$ cat config.mk
export PLATFORM = sky130hd
export DESIGN_NAME = ccdc_clock_control
export DESIGN_NICKNAME = d
export VERILOG_FILES = /design/src/verilog/ccdc_pkg.sv /design/src/verilog/ccdc_divider.sv /design/src/verilog/ccdc_clock_control.sv
export SDC_FILE = /design/constraint.sdc
export NUM_CORES = 1
export LEC_CHECK = 0
export BUFFER_PORTS_ARGS = -buffer_cell sky130_fd_sc_hd__buf_2
export CAP_MARGIN = 25
export CORE_ASPECT_RATIO = 1.25
export CORE_MARGIN = 5
export CORE_UTILIZATION = 25
export CTS_BUF_LIST = sky130_fd_sc_hd__clkbuf_4 sky130_fd_sc_hd__clkbuf_8
export CTS_CLUSTER_SIZE = 10
export DETAILED_ROUTE_END_ITERATION = 10
export RECOVER_POWER = 50
export REMOVE_ABC_BUFFERS = 1
export SLEW_MARGIN = 20
export SYNTH_ARGS = -nofsm -noshare
export SYNTH_HDL_FRONTEND = slang
export SYNTH_SLANG_ARGS = --single-unit
$ cat constraint.sdc
create_clock -name core_clk -period 3.25 [get_ports core_clk]
set_input_delay 0.325 -clock core_clk [delete_from_list [all_inputs] [get_ports core_clk]]
set_output_delay 0.325 -clock core_clk [all_outputs]
set_load 0.02 [all_outputs]
$ cat src/verilog/ccdc_pkg.sv
/*
 * Shared constants for the codec clock divider control block: register
 * indexes, field positions, reset values, masks and divider ratio decode.
 * Assumes one core clock domain; bit and gpio clock ratios are counted in system clock half periods.
 */
package ccdc_pkg;

   localparam logic [7:0] CCDC_CTL1_ADDR = 8'h28;
   localparam logic [7:0] CCDC_CTL2_ADDR = 8'h29;

   localparam logic [15:0] CCDC_CTL1_RESET = 16'h0040;
   localparam logic [15:0] CCDC_CTL2_RESET = 16'h0000;
   // implemented bits; all other bits read zero and ignore writes
   localparam logic [15:0] CCDC_CTL1_MASK = 16'hc9f7;
   localparam logic [15:0] CCDC_CTL2_MASK = 16'h8001;

   localparam int CCDC_TOUT_ENA_BIT = 15;
   localparam int CCDC_TOUT_RATE_BIT = 14;
   localparam int CCDC_SRC_SEL_BIT = 11;
   localparam int CCDC_PIN_DIV_BIT = 8;
   localparam int CCDC_BCLK_LSB = 4;
   localparam int CCDC_GPIO_LSB = 0;
   localparam int CCDC_FRAME_SEL_BIT = 15;
   localparam int CCDC_DIR_BIT = 0;

   localparam logic [3:0] CCDC_BCLK_RESET = 4'h4;
   localparam logic [2:0] CCDC_GPIO_RESET = 3'h0;

   // slow timeout clock division, as powers of two
   localparam int CCDC_TOUT_SLOW_LOG2 = 21;
   localparam int CCDC_TOUT_FAST_LOG2 = 19;

   localparam int CCDC_DIV_W = 7;
   typedef logic [CCDC_DIV_W-1:0] ccdc_half_t;

   // bit clock ratio as a count of system clock half periods
   function automatic ccdc_half_t ccdc_bclk_half(input logic [3:0] code);
      case (code)
         4'h0: ccdc_bclk_half = 7'h02;
         4'h1: ccdc_bclk_half = 7'h03;
         4'h2: ccdc_bclk_half = 7'h04;
         4'h3: ccdc_bclk_half = 7'h06;
         4'h4: ccdc_bclk_half = 7'h08;
         4'h5: ccdc_bclk_half = 7'h0b;
         4'h6: ccdc_bclk_half = 7'h0c;
         4'h7: ccdc_bclk_half = 7'h10;
         4'h8: ccdc_bclk_half = 7'h16;
         4'h9: ccdc_bclk_half = 7'h18;
         4'ha: ccdc_bclk_half = 7'h20;
         4'hb: ccdc_bclk_half = 7'h2c;
         4'hc: ccdc_bclk_half = 7'h30;
         default: ccdc_bclk_half = 7'h40;
      endcase
   endfunction

   // gpio clock ratio; reserved codes fall back to undivided
   function automatic ccdc_half_t ccdc_gpio_half(input logic [2:0] code);
      case (code)
         3'h1: ccdc_gpio_half = 7'h04;
         3'h2: ccdc_gpio_half = 7'h06;
         3'h3: ccdc_gpio_half = 7'h08;
         3'h4: ccdc_gpio_half = 7'h0b;
         3'h5: ccdc_gpio_half = 7'h0c;
         default: ccdc_gpio_half = 7'h02;
      endcase
   endfunction

endpackage

$ cat src/verilog/ccdc_divider.sv
/*
 * Glitch-free programmable divider counting system clock half periods.
 * Assumes edge_tick pulses once per system clock edge, on core_clk.
 */
`timescale 1ns/100ps
module ccdc_divider #(
   parameter ccdc_pkg::ccdc_half_t RESET_HALF = 7'h02
) (
   input wire logic core_clk,
   input wire logic resetn,
   input wire logic edge_tick,
   input wire ccdc_pkg::ccdc_half_t half_count,
   output logic clk_out
);
   ccdc_pkg::ccdc_half_t cnt_reg, cnt_next, n_reg, n_next;
   logic out_reg, out_next;

   always_comb begin
      cnt_next = cnt_reg;
      n_next = n_reg;
      out_next = out_reg;
      if (edge_tick) begin
         // new ratio only taken at a period boundary
         if (cnt_reg == n_reg - 7'h01) begin //RULE_10
            cnt_next = '0;
            n_next = half_count;
         end else begin
            cnt_next = cnt_reg + 7'h01;
         end
         out_next = (cnt_next < (n_next >> 1));
      end
   end

   always_ff @(posedge core_clk or negedge resetn) begin
      if (!resetn) begin
         cnt_reg <= '0;
         n_reg <= RESET_HALF;
         out_reg <= 1'b1;
      end else begin
         cnt_reg <= cnt_next;
         n_reg <= n_next;
         out_reg <= out_next;
      end
   end

   assign clk_out = out_reg;
endmodule

$ cat src/verilog/ccdc_clock_control.sv
/*
 * Codec clock selection and division: system clock source, pin divide,
 * bit clock and gpio clock dividers, slow timeout clock, frame pin select
 * and master clock pin direction, with two 16-bit control registers.
 * Assumes a plain register port on core_clk and asynchronous clock pins
 * that are much slower than core_clk; derived clocks are sampled levels.
 */
// How it works
// [RULE_01] one enable bit runs or stops the slow timeout clock
// [RULE_02] rate bit picks system clock over 2^21 (0) or 2^19 (1)
// [RULE_03] source bit picks master clock pin (0) or locked loop (1)
// [RULE_04] pin-divide bit passes pin clock through (0) or halves it (1)
// [RULE_05] master-mode bit clock divides system clock per 4-bit code, reset four
// [RULE_06] gpio clock divides system clock per 3-bit code, reset undivided
// [RULE_07] master mode frame pin carries playback (0) or record (1) frame clock
// [RULE_08] direction bit makes master clock pin an input (0) or output (1)
// [RULE_09] unassigned register bits read zero and ignore writes
// [RULE_10] divider ratio changes apply only at period boundaries, no glitches
`timescale 1ns/100ps
module ccdc_clock_control #(
   parameter int TOUT_SLOW_LOG2 = ccdc_pkg::CCDC_TOUT_SLOW_LOG2,
   parameter int TOUT_FAST_LOG2 = ccdc_pkg::CCDC_TOUT_FAST_LOG2
) (
   input wire logic core_clk,
   input wire logic resetn,
   input wire logic [7:0] reg_addr,
   input wire logic [15:0] reg_wdata,
   input wire logic reg_wr,
   input wire logic reg_rd,
   output logic [15:0] reg_rdata,
   input wire logic master_clock_pin_in,
   output logic master_clock_pin_out,
   output logic master_clock_pin_oe,
   input wire logic frequency_locked_loop_clock,
   input wire logic master_mode,
   input wire logic playback_frame_clock,
   input wire logic record_frame_clock,
   output logic frame_pin_out,
   output logic frame_pin_oe,
   output logic codec_system_clock,
   output logic bit_clock,
   output logic gpio_output_clock,
   output logic slow_timeout_clock
);
   // register file
   logic [15:0] ctl1_reg, ctl1_next, ctl2_reg, ctl2_next, rdata_reg, rdata_next;

   always_comb begin
      ctl1_next = ctl1_reg;
      ctl2_next = ctl2_reg;
      rdata_next = '0;
      if (reg_wr && reg_addr == ccdc_pkg::CCDC_CTL1_ADDR) begin
         ctl1_next = reg_wdata & ccdc_pkg::CCDC_CTL1_MASK; //RULE_09
      end
      if (reg_wr && reg_addr == ccdc_pkg::CCDC_CTL2_ADDR) begin
         ctl2_next = reg_wdata & ccdc_pkg::CCDC_CTL2_MASK; //RULE_09
      end
      if (reg_rd) begin
         case (reg_addr)
            ccdc_pkg::CCDC_CTL1_ADDR: rdata_next = ctl1_reg;
            ccdc_pkg::CCDC_CTL2_ADDR: rdata_next = ctl2_reg;
            default: rdata_next = '0;
         endcase
      end
   end

   always_ff @(posedge core_clk or negedge resetn) begin
      if (!resetn) begin
         ctl1_reg <= ccdc_pkg::CCDC_CTL1_RESET;
         ctl2_reg <= ccdc_pkg::CCDC_CTL2_RESET;
         rdata_reg <= '0;
      end else begin
         ctl1_reg <= ctl1_next;
         ctl2_reg <= ctl2_next;
         rdata_reg <= rdata_next;
      end
   end

   assign reg_rdata = rdata_reg;

   logic tout_ena, tout_fast, src_loop, pin_div2, frame_rec, pin_dir;
   assign tout_ena = ctl1_reg[ccdc_pkg::CCDC_TOUT_ENA_BIT];
   assign tout_fast = ctl1_reg[ccdc_pkg::CCDC_TOUT_RATE_BIT];
   assign src_loop = ctl1_reg[ccdc_pkg::CCDC_SRC_SEL_BIT];
   assign pin_div2 = ctl1_reg[ccdc_pkg::CCDC_PIN_DIV_BIT];
   assign frame_rec = ctl2_reg[ccdc_pkg::CCDC_FRAME_SEL_BIT];
   assign pin_dir = ctl2_reg[ccdc_pkg::CCDC_DIR_BIT];

   // pin and loop clocks are asynchronous: two flops each, then a history flop on the pin
   logic pin_s0, pin_s1, pin_prev, loop_s0, loop_s1;
   logic sys_reg, sys_next, sys_edge, sys_rise;

   always_comb begin
      sys_next = sys_reg;
      if (src_loop) begin
         sys_next = loop_s1; //RULE_03
      end else if (pin_dir) begin
         // the pin is our own output here, so it cannot feed the source
         sys_next = 1'b0; //RULE_08
      end else if (pin_div2) begin
         if (pin_s1 && !pin_prev) begin
            sys_next = !sys_reg; //RULE_04
         end
      end else begin
         sys_next = pin_s1; //RULE_04
      end
   end

   assign sys_edge = sys_next ^ sys_reg;
   assign sys_rise = sys_next & !sys_reg;

   always_ff @(posedge core_clk or negedge resetn) begin
      if (!resetn) begin
         pin_s0 <= 1'b0;
         pin_s1 <= 1'b0;
         pin_prev <= 1'b0;
         loop_s0 <= 1'b0;
         loop_s1 <= 1'b0;
         sys_reg <= 1'b0;
      end else begin
         pin_s0 <= master_clock_pin_in;
         pin_s1 <= pin_s0;
         pin_prev <= pin_s1;
         loop_s0 <= frequency_locked_loop_clock;
         loop_s1 <= loop_s0;
         sys_reg <= sys_next;
      end
   end

   assign codec_system_clock = sys_reg;

   // slow timeout clock
   logic [TOUT_SLOW_LOG2-1:0] tout_cnt_reg, tout_cnt_next;
   logic tout_reg, tout_next;

   always_comb begin
      tout_cnt_next = tout_cnt_reg;
      if (!tout_ena) begin
         tout_cnt_next = '0; //RULE_01
      end else if (sys_rise) begin
         tout_cnt_next = tout_cnt_reg + 1'b1;
      end
      tout_next = tout_ena && (tout_fast ? tout_cnt_next[TOUT_FAST_LOG2-1] //RULE_02
                                         : tout_cnt_next[TOUT_SLOW_LOG2-1]);
   end

   always_ff @(posedge core_clk or negedge resetn) begin
      if (!resetn) begin
         tout_cnt_reg <= '0;
         tout_reg <= 1'b0;
      end else begin
         tout_cnt_reg <= tout_cnt_next;
         tout_reg <= tout_next;
      end
   end

   assign slow_timeout_clock = tout_reg;

   // bit clock and gpio clock dividers
   logic bclk_div, gpio_div;
   logic bclk_reg, bclk_next, frame_reg, frame_next, frame_oe_reg, mpin_reg, mpin_next;

   ccdc_divider #(
      .RESET_HALF(ccdc_pkg::ccdc_bclk_half(ccdc_pkg::CCDC_BCLK_RESET))
   ) u_bclk_div (
      .core_clk(core_clk),
      .resetn(resetn),
      .edge_tick(sys_edge),
      .half_count(ccdc_pkg::ccdc_bclk_half(ctl1_reg[ccdc_pkg::CCDC_BCLK_LSB +: 4])), //RULE_05
      .clk_out(bclk_div)
   );

   ccdc_divider #(
      .RESET_HALF(ccdc_pkg::ccdc_gpio_half(ccdc_pkg::CCDC_GPIO_RESET))
   ) u_gpio_div (
      .core_clk(core_clk),
      .resetn(resetn),
      .edge_tick(sys_edge),
      .half_count(ccdc_pkg::ccdc_gpio_half(ctl1_reg[ccdc_pkg::CCDC_GPIO_LSB +: 3])), //RULE_06
      .clk_out(gpio_div)
   );

   assign gpio_output_clock = gpio_div;

   always_comb begin
      bclk_next = master_mode && bclk_div; //RULE_05
      frame_next = master_mode && (frame_rec ? record_frame_clock //RULE_07
                                             : playback_frame_clock);
      mpin_next = pin_dir && sys_reg; //RULE_08
   end

   always_ff @(posedge core_clk or negedge resetn) begin
      if (!resetn) begin
         bclk_reg <= 1'b0;
         frame_reg <= 1'b0;
         frame_oe_reg <= 1'b0;
         mpin_reg <= 1'b0;
      end else begin
         bclk_reg <= bclk_next;
         frame_reg <= frame_next;
         frame_oe_reg <= master_mode;
         mpin_reg <= mpin_next;
      end
   end

   assign bit_clock = bclk_reg;
   assign frame_pin_out = frame_reg;
   assign frame_pin_oe = frame_oe_reg;
   assign master_clock_pin_out = mpin_reg;
   assign master_clock_pin_oe = pin_dir;
endmodule

==> results of run 1 <==
cells by family after synthesis:
kind of cell | synth area share [%]
and+or+nand+nor | 19.4
DFF | 44.1
AOI/OAI and AO/OA | 11.5
buffers and inverters | 4.37
xor gates and xnor gates | 6.80
muxes | 7.95
adders and majority gates | 5.88
other | 0.0766
layer usage:
metal  wire length [um]  share of wire (%)
met3                340                3.2
met5                  0                  0
met2               5280                 49
met1               4980                 46
met4                140                1.3
placed cells by master, fill, tap and decap left out, drive strengths merged, types with 21 or more instances in the layout:
master and instances:
and2 26, buf 50, clkbuf 29, dfrtp 81
ha 23, inv 21, mux2 23, nand2 36
nor2 25, xnor2 22
timing repair:
item | 4_1_cts | 5_1_grt
resized for setup | 0 | 2
hold buffers | 1 | 0
endpoints found under the setup margin | 0 | 2
hold endpoints to repair | 33 | 0
buffers inserted | 0 | 2
power groups by stage:
stage	Combinational (mW)	Sequential (mW)	Clock, mW
6_report	1.12	1.35	0.850
5_1_grt	1.28	1.37	0.922
4_1_cts	1.12	1.35	0.882
3_5_place_dp	1.11	1.37	0
3_3_place_gp	1.10	1.37	0
2_1_floorplan	0.805	1.34	0
worst reg2reg max path: stages, from the launching register on:
cell and delay [ns]:
dfrtp_1 0.38, inv_1 0.08, ha_1 0.16, or4b_4 0.45
nor4b_2 0.22, a2111oi_1 0.12, nor4_4 0.30, buf_4 0.20
a21oi_1 0.05, ha_1 0.31, a2111oi_1 0.41, nor3_1 0.10
a211oi_2 0.20
how the worst min path moves through the flow:
stage / startpoint / end / depth (start not counted)
after detailed placement: resetn / tout_cnt_reg[7] / 1
after CTS: frequency_locked_loop_clock / loop_s0 / 1
after global placement: resetn / tout_cnt_reg[5] / 1
final: frequency_locked_loop_clock / loop_s0 / 1
after global routing: frequency_locked_loop_clock / loop_s0 / 1
after floorplan: resetn / bit_clock / 0
cell type report:
type | count | area share (%)
timing repair buffer | 71 | 6.85
multi-input combinational | 354 | 44.7
inverter | 19 | 1.24
clock inverter | 7 | 1.66
sequential | 86 | 37.6
tap | 265 | 5.78
clock buffer | 9 | 2.16
==> results.md, run 1 <==
* Sequential share of the synthesized area at 44.1%
* Cell Area, Placed at 5510 sq um
* Global Route Usage Sum at around 9.7%
* Rows at 57
* Number of global-route vias before repair at roughly 3600
* GR Util met2 at around 17%
* Die width at ~140 um
* Antenna Diode Count at 0
* Top_reg_cell synth: dfrtp_1
* Die Y at 166 um
* H-tree levels at 3
* Gr busiest metal: met2
* Residual DRC at 0
* Register area at about 2200 sq um
* CTS Buffer Depth at 2
* Switching Share at between 30% and 40%
* Routed WL at around 11000 um
* Crit path buf inv count at 2
* Sw Pwr at 1.16 mW
* Comb pwr share at between 30% and 40%
* Slew at the pin closest to its max-slew limit at ~1.9 ns
* Reg2Reg Depth at 12
* Hold Slack at around 0.063 ns
* Core area at ~19000 sq um
* Share of the synthesized area in the top cell type at between 40% and 50%
* Non-Filler Instances at roughly 810
* Post-synth EDFFs at 0
* Internal power at 2.16 mW
* Io pins at between 50 and 60
* Status: finished with violations
* WP data required at between 3 and 4 ns
* Met1 Track Usage GR at roughly 12%
* Finished Core Util at a little under 30%
* DR pass1 iterations at 4
* Violated checks: capacitance limit, slew limit
* Sequential Power Share at 40.6%
* FFs w/ async S/R, synth at 100%
* Die area at about 22000 sq um
* IO Port Bufs at 46
* Clock network fraction of total power at ~26%
* Register bit count reported by yosys at 86
* Crit path to: u_bclk_div.clk_out
* Worst slack at placement at 0.113 ns
* Max_slew headroom at -29.1%
* Met3 Use GR at under 10%
* Routed length per placed instance at ~13 um
* Vias at 3584
* Synth Cell Area at 4900 sq um
* Ranking of synthesized cells by area: dfrtp_1 41%, ha_1 5.9%, mux2_2 4.8%
* Share of post-route cells with drive strength above 1 at 18.9%
* Power Total at ~3.3 mW
* First-pass GRT wire length at around 18000 um
* Slowest Stage Delay on Critical Path at between 0.4 and 0.5 ns
* Critical path startpoint category: register
* Max frequency at approximately 330 MHz
* Syn Inst Count at 482
* Final WS setup at between 0.15 and 0.2 ns
* WP depth at 12
* Final hold violation count at 0
* Top post-synthesis cells by count: 81 x dfrtp_1, 36 x nand2_1, 26 x and2_1
* Clk_skew at 0.0176 ns
* RePlAce Congestion at 0.791
* Critical path type: register to register
* Critical-path cell list: inv_1, ha_1, or4b_4, nor4b_2, a2111oi_1, nor4_4, buf_4, a21oi_1, ha_1, a2111oi_1, nor3_1, a211oi_2
* CTS Buf Count at 9
* Register clock-pin slew on the reported worst setup and hold paths at about 0.090 ns
* Largest net degree at the start of global routing at 38
* Critical R2R Launch: u_bclk_div.n_reg[0]
* Cell with the most instances after synthesis: dfrtp_1
* Root buffer cell: clkbuf_8
* Clk sinks at 86
* Synth-to-layout area growth at 17.1%
* Delay-heaviest family, CP: simple AND/OR/NAND/NOR gates
* Final min period at approximately 3.1 ns
* Total gr overflow at 0
* Post-route cell area at 5740 sq um
* Post-placement cell count at 791
* Worst min-delay path class: input port to register
* Max_cap viols at 1
* Number of DRC markers in iteration 0 at around 120
* CP arrival at 3.33 ns
* Critical R2R Capture: u_bclk_div.clk_out
* # nets final at ~600
* DRT antenna net count at 0
* Initial antenna violation count at 0
* Post-synth cell types at between 60 and 70
* Crit-path slowest cell: or4b_4
* Crit. End Element: register
* Fin crit share at between 90% and 100%
* Pwr dens at about 580 nW/um^2
* Setup Viol. Count Final at 0
* Fillers at around 2000
* TNS Setup at 0 ns
* Crit Path Max Fanout at 6
* Post-DP HPWL at around 8000 um
* Avg Cell Area, Syn at roughly 10 sq um
* Post-synth top area cell: dfrtp_1
* Worst skew pair latency at 0.37 ns
* Static Leakage at approximately 2.5 nW
* Worst R2R Setup Slack at between 0.15 and 0.2 ns
* CTS tree: built
* Starting Density at about 25%
* Worst setup path start: u_bclk_div.n_reg[0]
* Area of the multi-input gates at about 2600 sq um
* Final Max Slew Viols at 38
* Number of flip-flops under the largest register name at 21
* Max VDD drop at 0.219 mV
* Post-DR vias/cell at roughly 4.4
* YS warnings at 0
Note: power is estimated with default switching activity, not from simulation.
==> inputs of run 2 (changes only) <==
==> constraint.sdc (replaced) <==
create_clock -name core_clk -period 3.3 [get_ports core_clk]
set_input_delay 0.33 -clock core_clk [delete_from_list [all_inputs] [get_ports core_clk]]
set_output_delay 0.33 -clock core_clk [all_outputs]
set_load 0.02 [all_outputs]
==> run 2 against run 1 <==
Critical path type unchanged. Largest power group unchanged. Critical endpoint is now u_gpio_div.clk_out. Clock skew shrank 0.0058 ns. Via count grew 0.45%. Die area is the same. The flow still finishes with violations (capacitance limit, slew limit). Worst hold slack lost 0.0028 ns. Register-to-register slack lost 0.02 ns. Sequential share of layout area shrank 0.16 points.
==> results.md, run 2 (synthesis results as in run 1) <==
* Status: finished with violations
* Violated checks: capacitance limit, slew limit
* Die area at 22500 sq um
* CTS tree: built
* Antenna Diode Count at 0
* Sw Pwr at around 1.2 mW
* Post-placement cell count at approximately 790
* Starting Density at 25.3%
* Critical R2R Capture: u_gpio_div.clk_out
* Clk_skew at approximately 0.012 ns
* Sequential Power Share at around two fifths
* Worst min-delay path class: input port to register
* Pwr dens at 578 nW/um^2
* Clock network fraction of total power at 25.8%
* Commonest non-fill, non-tap cells in the layout: 81 x dfrtp_1, 36 x nand2_1, 28 x buf_2
* RSZ-0062 raised after global routing: false
* H-tree levels at 3
* Core area at just under 20000 sq um
* Postcts setup bufs at 0
* Crit. End Element: register
* Worst R2R Setup Slack at ~0.18 ns
* Register clock-pin slew on the reported worst setup and hold paths at approximately 0.09 ns
* Hold EP: loop_s0
* Vias at 3600
* Routed WL at 10700 um
* RePlAce Congestion at 0.792
* Post-DP HPWL at between 8000 and 9000 um
* Static Leakage at roughly 2.5 nW
* Most common cell after layout, fill and taps aside: dfrtp_1
* Synth-to-layout area growth at 17.6%
* Fillers at around 2100
* Hold-critical path depth at 1
* Post-DR vias/cell at about 4.4
* Crit Path Max Fanout at 6
* DRT antenna net count at 0
* CTS Buffer Depth at 2
* Post-route cell area at 5760 sq um
* WP data required at between 3 and 4 ns
* Final Max Slew Viols at 33
* Io pins at 57
* Slew at the pin closest to its max-slew limit at 1.79 ns
* Max frequency at 321 MHz
* Routed length per placed instance at between 10 and 15 um
* Fin crit share at ~94%
* Final hold violation count at 0
* Internal power at between 2 and 2.5 mW
* Critical path startpoint category: register
* Switching Share at about 35%
* Cell Area, Placed at between 5000 and 6000 sq um
* Total gr overflow at 0
* Number of DRC markers in iteration 0 at approximately 150
* Root buffer cell: clkbuf_8
* DR pass1 iterations at 4
* Number of global-route vias before repair at approximately 3600
* Critical path type: register to register
* Max_cap viols at 1
* Die width at roughly 140 um
* Share of post-route cells with drive strength above 1 at between 10% and 20%
* Rows at 57
* Reg2Reg Depth at 13
* Setup Viol. Count Final at 0
* Residual DRC at 0
* Largest net degree at the start of global routing at 33
* CTS Buf Count at 9
* First-pass GRT wire length at ~18000 um
* Critical R2R Launch: u_gpio_div.n_reg[1]
* Final min period at 3.12 ns
* Max VDD drop at about 0.28 mV
* Non-Filler Instances at about 810
* Initial antenna violation count at 0
* Max_slew headroom at -19.5%
* Hold Startpoint: frequency_locked_loop_clock
* Comb pwr share at 34.2%
* Clk sinks at 86
* Worst skew pair latency at ~0.37 ns
* Hold Slack at around 0.061 ns
* # nets final at around 600
* Die Y at approximately 170 um
* IO Port Bufs at 46
* Global Route Usage Sum at about a tenth
* Number of flip-flops under the largest register name at 21
* CP arrival at about 3.4 ns
[run 2: cell count changes in the layout (fill, tap and decap cells not counted), sizes merged]
cell | previous run | this run
clkinvlp | 1 | 0
inv | 21 | 20
clkinv | 2 | 3
buf | 50 | 51
clkbuf | 29 | 30
o211ai | 3 | 2
[run 2: worst max-delay path by stage]
stage / startpoint / to / cells past startpoint
2_1_floorplan: u_bclk_div.n_reg[0] / u_bclk_div.clk_out / 11
3_3_place_gp: u_bclk_div.n_reg[0] / u_bclk_div.clk_out / 12
3_5_place_dp: u_bclk_div.n_reg[0] / u_bclk_div.clk_out / 12
4_1_cts: u_gpio_div.n_reg[1] / u_gpio_div.clk_out / 13
5_1_grt: u_bclk_div.n_reg[0] / u_bclk_div.clk_out / 13
6_report: u_gpio_div.n_reg[1] / u_gpio_div.clk_out / 13
[run 2: power by group through the flow]
stage                     sequential [mW]  clock [mW]  combinational, mW
final                                1.33       0.859               1.14
after global routing                 1.36       0.931               1.29
after CTS                            1.33       0.892               1.12
after detailed placement             1.35           0               1.12
after global placement               1.35           0               1.09
after floorplan                      1.32           0              0.793
[run 2: repair_timing]
item                                    4_1_cts  5_1_grt
endpoints found under the setup margin        0        2
resized for setup                             0        5
endpoints found under the hold margin        29        0
hold buffers                                  1        0
[run 2: metrics by stage]
stage	utilization (%)	setup TNS (ns)	power (mW)	worst slack, ns
2_1_floorplan	-	-2.66	2.12	-0.591
3_3_place_gp	28.6	0	2.45	0.0905
3_5_place_dp	28.6	0	2.47	0.114
4_1_cts	29.9	0	3.35	0.0795
5_1_grt	29.8	0	3.58	0.0341
6_report	29.8	0	3.33	0.182
[run 2: final cells by class]
| cell class | count | area, sq um | area share (%) |
|---|---|---|---|
| clock buffers | 10 | 138 | 2.39 |
| clock inverters | 6 | 93.8 | 1.63 |
| inverters | 19 | 71.3 | 1.24 |
| multi-input cells | 353 | 2570 | 44.6 |
| flip-flops and latches | 86 | 2160 | 37.5 |
| well taps | 265 | 332 | 5.76 |
| repair buffers | 72 | 400 | 6.95 |
[run 2: metal layers]
layer,GRT usage (%),wire length (um)
met5,0,0
met4,3.86,252
met3,1.78,289
met2,16.4,5240
met1,12.5,4950
[run 2: critical path, cell delays in order, from the launching register on]
cell,delay (ns)
dfstp_2,0.54
inv_1,0.05
ha_1,0.21
or3_1,0.39
a311oi_2,0.33
o211ai_2,0.17
buf_4,0.18
and2_1,0.13
ha_1,0.28
o2111a_1,0.29
nand3_1,0.09
a21oi_1,0.06
o21ai_0,0.18
o211a_1,0.17
